<file path="src/common/mfpd_pkg.sv">
// package: constants and types for the multi-function pin config decoder
package mfpd_pkg;
    // data path of the register port
    localparam int MFPD_DATA_W = 8;
    // register word indexes on the plain port
    localparam int MFPD_ADDR_CFG = 0;
    localparam int MFPD_ADDR_STATUS = 1;
    localparam int MFPD_ADDR_GPO = 2;
    // reset values
    localparam logic [7:0] MFPD_CFG_RESET = 8'h00;
    localparam logic MFPD_GPO_RESET = 1'h0;
    localparam logic MFPD_PIN_IDLE = 1'h0;
    // configuration byte layout
    localparam int MFPD_ROLE_LSB = 0;
    localparam int MFPD_ROLE_MSB = 1;
    localparam int MFPD_OPT_LSB = 2;
    localparam int MFPD_OPT_MSB = 7;
    // option bits as seen in the output roles
    localparam int MFPD_OPT_POL = 5;
    localparam int MFPD_OPT_SPARE = 4;
    localparam int MFPD_OPT_RAIL = 3;
    localparam int MFPD_OPT_PU = 2;
    localparam int MFPD_OPT_DRV = 1;
    localparam int MFPD_OPT_PD = 0;
    // option pairs as seen in the analog role (low bit of each pair)
    localparam int MFPD_APULL_LSB = 4;
    localparam int MFPD_POLY_LSB = 2;
    localparam int MFPD_MEAS_LSB = 0;
    // general output level bit in its register
    localparam int MFPD_GPO_BIT = 0;
    // status register bits
    localparam int MFPD_ST_OUT_ROLE = 0;
    localparam int MFPD_ST_ANALOG = 1;
    localparam int MFPD_ST_PU_CLASH = 2;
    localparam int MFPD_ST_PIN_OE = 3;
    localparam int MFPD_ST_PIN_OUT = 4;
    localparam int MFPD_ST_RX = 5;

    typedef enum logic [1:0] {
        MFPD_ROLE_COMM = 2'h0,
        MFPD_ROLE_GPO = 2'h1,
        MFPD_ROLE_UNUSED = 2'h2,
        MFPD_ROLE_ANALOG = 2'h3
    } mfpd_role_t;

    typedef enum logic [1:0] {
        MFPD_APULL_18K = 2'h0,
        MFPD_APULL_180K = 2'h1,
        MFPD_APULL_NONE = 2'h2,
        MFPD_APULL_RSVD = 2'h3
    } mfpd_apull_t;

    typedef enum logic [1:0] {
        MFPD_POLY_18K = 2'h0,
        MFPD_POLY_180K = 2'h1,
        MFPD_POLY_CUSTOM = 2'h2,
        MFPD_POLY_RAW = 2'h3
    } mfpd_poly_t;

    typedef enum logic [1:0] {
        MFPD_MEAS_GENERAL = 2'h0,
        MFPD_MEAS_CELL = 2'h1,
        MFPD_MEAS_REPORT = 2'h2,
        MFPD_MEAS_FET = 2'h3
    } mfpd_meas_t;
endpackage : mfpd_pkg

</file>
<file path="src/verilog/mfpd_pin_sync.sv">
// module: three-stage synchroniser for the pad input level
`timescale 1ns/1ps
module mfpd_pin_sync
    import mfpd_pkg::*;
(
    input wire logic ref_clk,
    input wire logic rst_n,
    input wire logic pin_in,
    output logic level
);
    logic s1;
    logic s2;
    logic s3;

    // shift chain; s1 feeds only s2 to keep metastability contained
    always_ff @(posedge ref_clk or negedge rst_n)
    begin
        if (!rst_n)
        begin
            s1 <= MFPD_PIN_IDLE;
            s2 <= MFPD_PIN_IDLE;
            s3 <= MFPD_PIN_IDLE;
        end
        else
        begin
            s1 <= pin_in;
            s2 <= s1;
            s3 <= s2;
        end
    end

    // accept a new level only once the last two stages agree
    always_ff @(posedge ref_clk or negedge rst_n)
    begin
        if (!rst_n)
            level <= MFPD_PIN_IDLE;
        else if (s2 == s3)
            level <= s3;
    end
endmodule : mfpd_pin_sync

</file>
<file path="src/verilog/mfpd_pin_config.sv">
// module: register and decoder for one multi-function pin configuration byte
`timescale 1ns/1ps
module mfpd_pin_config
    import mfpd_pkg::*;
#(
    parameter int ADDR_W = 4
)
(
    input wire logic ref_clk,
    input wire logic rst_n,
    input wire logic [ADDR_W-1:0] addr,
    input wire logic [MFPD_DATA_W-1:0] wdata,
    input wire logic wr_en,
    input wire logic rd_en,
    output logic [MFPD_DATA_W-1:0] rdata,
    input wire logic comm_assert,
    input wire logic pin_in,
    output logic pin_out,
    output logic pin_oe,
    output logic rail_sel_second,
    output logic weak_pullup_en,
    output logic weak_pulldown_en,
    output logic comm_rx_level,
    output logic output_role,
    output logic analog_active,
    output logic pull_18k_en,
    output logic pull_180k_en,
    output logic [1:0] poly_sel,
    output logic raw_counts,
    output logic [1:0] meas_type,
    output logic cell_prot_en,
    output logic fet_prot_en,
    output logic report_only
);
    // the index constants must fit the address port
    generate
        if (ADDR_W < 2 || ADDR_W > 16)
        begin : g_bad_addr_w
            $error("mfpd_pin_config: ADDR_W must lie in 2..16");
        end
    endgenerate

    logic [MFPD_DATA_W-1:0] cfg;
    logic gpo_level;
    logic rx_level;
    mfpd_role_t role;
    logic [5:0] opt;
    logic cfg_wr;
    logic out_role_now;
    logic cmd_high;
    logic next_pin_out;
    logic next_pin_oe;
    logic next_rail;
    logic next_pu;
    logic next_pd;
    logic next_pull_18k;
    logic next_pull_180k;
    logic [MFPD_DATA_W-1:0] next_rdata;
    logic [MFPD_DATA_W-1:0] status;

    // pick a two-bit analog setting out of the option field
    function automatic logic [1:0] opt_pair(input logic [5:0] o, input int lsb);
        opt_pair = o[lsb +: 2];
    endfunction : opt_pair

    // both comm and general output drive the pad
    function automatic logic is_out_role(input mfpd_role_t r);
        is_out_role = (r == MFPD_ROLE_COMM) || (r == MFPD_ROLE_GPO);
    endfunction : is_out_role

    // address match against a register index
    function automatic logic hit(input logic [ADDR_W-1:0] a, input int idx);
        hit = (a == ADDR_W'(idx));
    endfunction : hit

    // field split of the stored byte
    assign role = mfpd_role_t'(cfg[MFPD_ROLE_MSB:MFPD_ROLE_LSB]);
    assign opt = cfg[MFPD_OPT_MSB:MFPD_OPT_LSB];
    assign cfg_wr = wr_en && hit(addr, MFPD_ADDR_CFG);
    assign out_role_now = is_out_role(role);

    // pad level synchroniser for the serial data-in path
    mfpd_pin_sync u_sync (
        .ref_clk(ref_clk),
        .rst_n(rst_n),
        .pin_in(pin_in),
        .level(rx_level)
    );

    // configuration byte; the whole byte is writable
    always_ff @(posedge ref_clk or negedge rst_n)
    begin
        if (!rst_n)
            cfg <= MFPD_CFG_RESET;
        else if (cfg_wr)
            cfg <= wdata;
    end

    // level commanded in the general output role
    always_ff @(posedge ref_clk or negedge rst_n)
    begin
        if (!rst_n)
            gpo_level <= MFPD_GPO_RESET;
        else if (wr_en && hit(addr, MFPD_ADDR_GPO))
            gpo_level <= wdata[MFPD_GPO_BIT];
    end

    // commanded pad level per role
    always_comb
    begin
        case (role)
            MFPD_ROLE_COMM: cmd_high = comm_assert ^ opt[MFPD_OPT_POL];
            MFPD_ROLE_GPO: cmd_high = gpo_level;
            default: cmd_high = 1'h0;
        endcase
    end

    // driver decode; rail select forbids floating, so it forces a real drive
    always_comb
    begin
        next_pin_out = 1'h0;
        next_pin_oe = 1'h0;
        if (out_role_now)
        begin
            if (!cmd_high)
                next_pin_oe = 1'h1;
            else if (opt[MFPD_OPT_DRV] || opt[MFPD_OPT_RAIL])
            begin
                next_pin_out = 1'h1;
                next_pin_oe = 1'h1;
            end
        end
    end

    // rail and weak pulls; bit 4 is not looked at in these roles
    always_comb
    begin
        next_rail = out_role_now && opt[MFPD_OPT_RAIL];
        next_pu = out_role_now && opt[MFPD_OPT_PU];
        next_pd = out_role_now && opt[MFPD_OPT_PD];
    end

    // analog pull-up choice; the reserved code leaves the pin unloaded
    always_comb
    begin
        next_pull_18k = 1'h0;
        next_pull_180k = 1'h0;
        if (role == MFPD_ROLE_ANALOG)
        begin
            case (mfpd_apull_t'(opt_pair(opt, MFPD_APULL_LSB)))
                MFPD_APULL_18K: next_pull_18k = 1'h1;
                MFPD_APULL_180K: next_pull_180k = 1'h1;
                MFPD_APULL_RSVD: next_pull_18k = 1'h0;
                default: next_pull_18k = 1'h0;
            endcase
        end
    end

    // pad drivers, registered so no decode glitch reaches the pin
    always_ff @(posedge ref_clk or negedge rst_n)
    begin
        if (!rst_n)
        begin
            pin_out <= MFPD_PIN_IDLE;
            pin_oe <= 1'h0;
        end
        else
        begin
            pin_out <= next_pin_out;
            pin_oe <= next_pin_oe;
        end
    end

    // rail select and weak pulls
    always_ff @(posedge ref_clk or negedge rst_n)
    begin
        if (!rst_n)
        begin
            rail_sel_second <= 1'h0;
            weak_pullup_en <= 1'h0;
            weak_pulldown_en <= 1'h0;
        end
        else
        begin
            rail_sel_second <= next_rail;
            weak_pullup_en <= next_pu;
            weak_pulldown_en <= next_pd;
        end
    end

    // role flags and received data level
    always_ff @(posedge ref_clk or negedge rst_n)
    begin
        if (!rst_n)
        begin
            output_role <= 1'h0;
            analog_active <= 1'h0;
            comm_rx_level <= MFPD_PIN_IDLE;
        end
        else
        begin
            output_role <= out_role_now;
            analog_active <= (role == MFPD_ROLE_ANALOG);
            comm_rx_level <= (role == MFPD_ROLE_COMM) && rx_level;
        end
    end

    // measurement settings; all zero outside the analog role
    always_ff @(posedge ref_clk or negedge rst_n)
    begin
        if (!rst_n)
        begin
            pull_18k_en <= 1'h0;
            pull_180k_en <= 1'h0;
            poly_sel <= MFPD_POLY_18K;
            raw_counts <= 1'h0;
            meas_type <= MFPD_MEAS_GENERAL;
            cell_prot_en <= 1'h0;
            fet_prot_en <= 1'h0;
            report_only <= 1'h0;
        end
        else if (role == MFPD_ROLE_ANALOG)
        begin
            pull_18k_en <= next_pull_18k;
            pull_180k_en <= next_pull_180k;
            poly_sel <= opt_pair(opt, MFPD_POLY_LSB);
            raw_counts <= (opt_pair(opt, MFPD_POLY_LSB) == MFPD_POLY_RAW);
            meas_type <= opt_pair(opt, MFPD_MEAS_LSB);
            cell_prot_en <= (opt_pair(opt, MFPD_MEAS_LSB) == MFPD_MEAS_CELL);
            fet_prot_en <= (opt_pair(opt, MFPD_MEAS_LSB) == MFPD_MEAS_FET);
            report_only <= (opt_pair(opt, MFPD_MEAS_LSB) == MFPD_MEAS_REPORT);
        end
        else
        begin
            pull_18k_en <= 1'h0;
            pull_180k_en <= 1'h0;
            poly_sel <= MFPD_POLY_18K;
            raw_counts <= 1'h0;
            meas_type <= MFPD_MEAS_GENERAL;
            cell_prot_en <= 1'h0;
            fet_prot_en <= 1'h0;
            report_only <= 1'h0;
        end
    end

    // status view; the clash bit flags a setting software should avoid
    always_comb
    begin
        status = '0;
        status[MFPD_ST_OUT_ROLE] = output_role;
        status[MFPD_ST_ANALOG] = analog_active;
        status[MFPD_ST_PU_CLASH] = weak_pullup_en && rail_sel_second;
        status[MFPD_ST_PIN_OE] = pin_oe;
        status[MFPD_ST_PIN_OUT] = pin_out;
        status[MFPD_ST_RX] = comm_rx_level;
    end

    // read mux; unmapped indexes read as zero
    always_comb
    begin
        next_rdata = '0;
        if (hit(addr, MFPD_ADDR_CFG))
            next_rdata = cfg;
        else if (hit(addr, MFPD_ADDR_STATUS))
            next_rdata = status;
        else if (hit(addr, MFPD_ADDR_GPO))
            next_rdata[MFPD_GPO_BIT] = gpo_level;
    end

    // read data stands only in the cycle after the strobe
    always_ff @(posedge ref_clk or negedge rst_n)
    begin
        if (!rst_n)
            rdata <= '0;
        else if (rd_en)
            rdata <= next_rdata;
        else
            rdata <= '0;
    end
endmodule : mfpd_pin_config

</file>
<file path="config.mk">
export PLATFORM = sky130hd
export DESIGN_NAME = mfpd_pin_config
export DESIGN_NICKNAME = d
export VERILOG_FILES = /design/src/common/mfpd_pkg.sv /design/src/verilog/mfpd_pin_sync.sv /design/src/verilog/mfpd_pin_config.sv
export SDC_FILE = /design/constraint.sdc
export NUM_CORES = 1
export LEC_CHECK = 0
export ABC_AREA = 1
export BUFFER_PORTS_ARGS = -buffer_cell sky130_fd_sc_hd__buf_2
export CORE_MARGIN = 5
export CORE_UTILIZATION = 40
export CTS_BUF_LIST = sky130_fd_sc_hd__clkbuf_2
export CTS_CLUSTER_SIZE = 10
export DETAILED_ROUTE_END_ITERATION = 10
export PLACE_DENSITY = 0.63
export SLEW_MARGIN = 20
export SYNTH_ARGS = -nofsm -noshare
export SYNTH_HDL_FRONTEND = slang
export SYNTH_SLANG_ARGS = --single-unit
export TNS_END_PERCENT = 20
</file>
<file path="constraint.sdc">
create_clock -name ref_clk -period 2.2 [get_ports ref_clk]
set_clock_uncertainty 0.1 [all_clocks]
set_input_delay 0.44 -clock ref_clk [delete_from_list [all_inputs] [get_ports ref_clk]]
set_output_delay 0.44 -clock ref_clk [all_outputs]
set_load 0.01 [all_outputs]
</file>
==> results.json <==
{
  "p_comb_share_pct": 18.7,
  "routed_wl_mm": 2.87,
  "power.density_mw_per_mm2": 915,
  "tightest_slew_ps": 823,
  "timing.fmax_ghz": 0.663,
  "grt_pass1_wl_mm": 4.93,
  "status": "finished clean",
  "tns_ps": 0,
  "syn_inst": 126,
  "holdCritPathClass": "in -> async",
  "period_needed_ps": 1510,
  "hold_viol_final": 0,
  "layout_commonest_cell": "buf_2",
  "cp-end-kind": "output pin",
  "worstPathRequired_ps": 1660,
  "io_buffers": 43,
  "cts_tree": "yes",
  "antenna_found_initial": 0,
  "switching_share_pct": 30.2,
  "path_class": "reg -> out",
  "start_util_pct": 41.9,
  "drv_cap": 0,
  "finalSetupViolations": 0,
  "fin_nets": 193,
  "die_w_um": 69.6,
  "final_antenna_net_count": 0,
  "drive_gt1_share_pct": 33.5,
  "p_leak_nw": 0.963,
  "syn_area_sq_mm": 0.00142,
  "rsz0062_at_grt": "no",
  "grt_pass1_vias": 1025,
  "root_buffer": "clkbuf_2",
  "hpwl_mm": 2.12,
  "path_delay_family": "flip-flops",
  "synth_seq_area_share_pct": 68.8,
  "pin_count": 44,
  "crit_arrival_ps": 970,
  "clock-sinks": 39,
  "drt_iter0_drc": 45,
  "clk_pin_slew_ps": 200,
  "ys_warn_count": 0,
  "core_sq_mm": 0.00339,
  "slew_violations": 0,
  "critPathMaxStageDelay_ps": 440,
  "cts_buffers": 5,
  "synth_nets": 144,
  "h-tree-depth": 2,
  "path_cells": "buf_2",
  "cts_buffer_depth": 2,
  "grt_max_degree": 40,
  "seqPwrFrac_pct": 54.5,
  "r2r_cells": 2,
  "n_antenna_cell": 0,
  "synth.distinct_cells": 18,
  "relSlewSlack_pct": 45.1,
  "final_cell_mix": "43 x buf_2, 39 x dfrtp_1, 19 x nand2_1",
  "synth_top_area_share_pct": 68.8,
  "synth_largest_area_cell": "dfrtp_1",
  "synth_adder_area_share_pct": 0.705,
  "final_util_pct": 51.7,
  "synth_top_family_by_area": "simple AND/OR/NAND/NOR gates",
  "post_drt_wl_per_cell_um": 12.9,
  "power.switching_uw": 484,
  "cp.depth": 1,
  "track_usage_pct": 13.0,
  "drc": 0,
  "gr-total-overflow": 0,
  "synth_xor_area_share_pct": 0,
  "worstPathMaxFanout": 2,
  "area_growth_pct": 23.5,
  "synth_compound_area_share_pct": 6.61,
  "synthMuxAreaShare_pct": 0,
  "whs_ps": 11.1,
  "critPathBufInv": 1,
  "cts_resized": 0,
  "firstDrtPassIters": 4,
  "clock_power_share_pct": 26.7,
  "post-route-period-util_pct": 68.6,
  "die_y_um": 69.6,
  "critPathLaunchType": "flip-flop",
  "rows": 21,
  "ir_drop_v": 0.000473,
  "critPathSlowestCell": "dfrtp_1",
  "vias": 1048,
  "avgViaCountPerCell": 4.72,
  "ys_top_cells_by_area": "dfrtp_1 69%, nand2_1 5.0%, inv_1 4.2%",
  "die-area_sq_mm": 0.00484,
  "syn_area_per_cell_sq_um": 11.3,
  "insertion_delay_ps": 390,
  "internal_power_mw": 1.12,
  "gp_congestion": 0.783,
  "synthSimpleGateAreaFrac_pct": 18.3,
  "ys_ff_latch": 39
}
## flip-flops by register name, summed over array words and instances, names as in the netlist, 2 cells and up
signal and cells:
meas_type 2, cfg 8, poly_sel 2, rdata 8
## final timing paths
path | start | to | slack [ps]
max reg2reg | cfg[1] | report_only | 1000
min reg2reg | u_sync.s1 | u_sync.s2 | 280
max | comm_rx_level | comm_rx_level | 690
min | rst_n | fet_prot_en | 10
max in group asynchronous | rst_n | cell_prot_en | 1470
min in group ref_clk | wdata[1] | cfg[1] | 130
## cell families after synthesis
kind of cell / Yosys count
AO/OA/AOI/OAI: 16
adder cells (fa/ha/maj): 1
buffers and inverters: 18
flip-flops: 39
AND/OR/NAND/NOR: 52
## synthesized netlist by cell type
master     n
a21oi_1    2
clkbuf_1   1
dfrtp_1   39
nand2_2    2
nor2_4     2
maj3_1     1
nor2_8     1
nand3_1    7
buf_8      1
nand2_4    1
o22ai_1    5
nor3_1     6
nor2_1    12
inv_1     16
nand2_1   19
o21ai_0    7
nand4_1    2
o21ai_2    2
## power groups by stage
stage / Sequential (mW) / Combinational [mW] / Clock [mW]
4_1_cts: 0.876 / 0.305 / 0.443
3_3_place_gp: 0.885 / 0.298 / 0
2_1_floorplan: 0.915 / 0.134 / 0
3_5_place_dp: 0.890 / 0.303 / 0
6_report: 0.874 / 0.301 / 0.429
5_1_grt: 0.890 / 0.338 / 0.482
## through the flow
stage | setup WS (ps) | total power, mW | instances | instance area, sq um
6_report | 691 | 1.60 | 222 | 1750
4_1_cts | 664 | 1.62 | 222 | 1750
5_1_grt | 611 | 1.71 | 222 | 1750
3_5_place_dp | 799 | 1.19 | 213 | 1670
2_1_floorplan | 977 | 1.05 | 126 | 1420
3_3_place_gp | 839 | 1.18 | 213 | 1670
## layer usage
layer / track usage, % / part of all wire [%] / up-vias
met1: 15.6 / 42 / 505
met3: 6.38 / 6.8 / 8
li1: - / - / 506
met5: 0 / 0 / -
met2: 19.2 / 48 / 29
met4: 6.72 / 2.8 / 0
## timing repair
item / CTS / global route
buffers inserted: 0 / 0
hold endpoints to repair: 1 / 0
hold buffers: 1 / 0
endpoints found under the setup margin: 0 / 0
## cell type report
class                   instances  area (sq um)
clock buffers                   5          25.0
clock inverters                 3          43.8
fillers                       330          1640
inverters                      16          60.1
multi-input cells              69           364
flip-flops and latches         39           976
well taps                      46          57.6
repair buffers                 44           225
No activity file was read; power rests on OpenSTA's default activity.
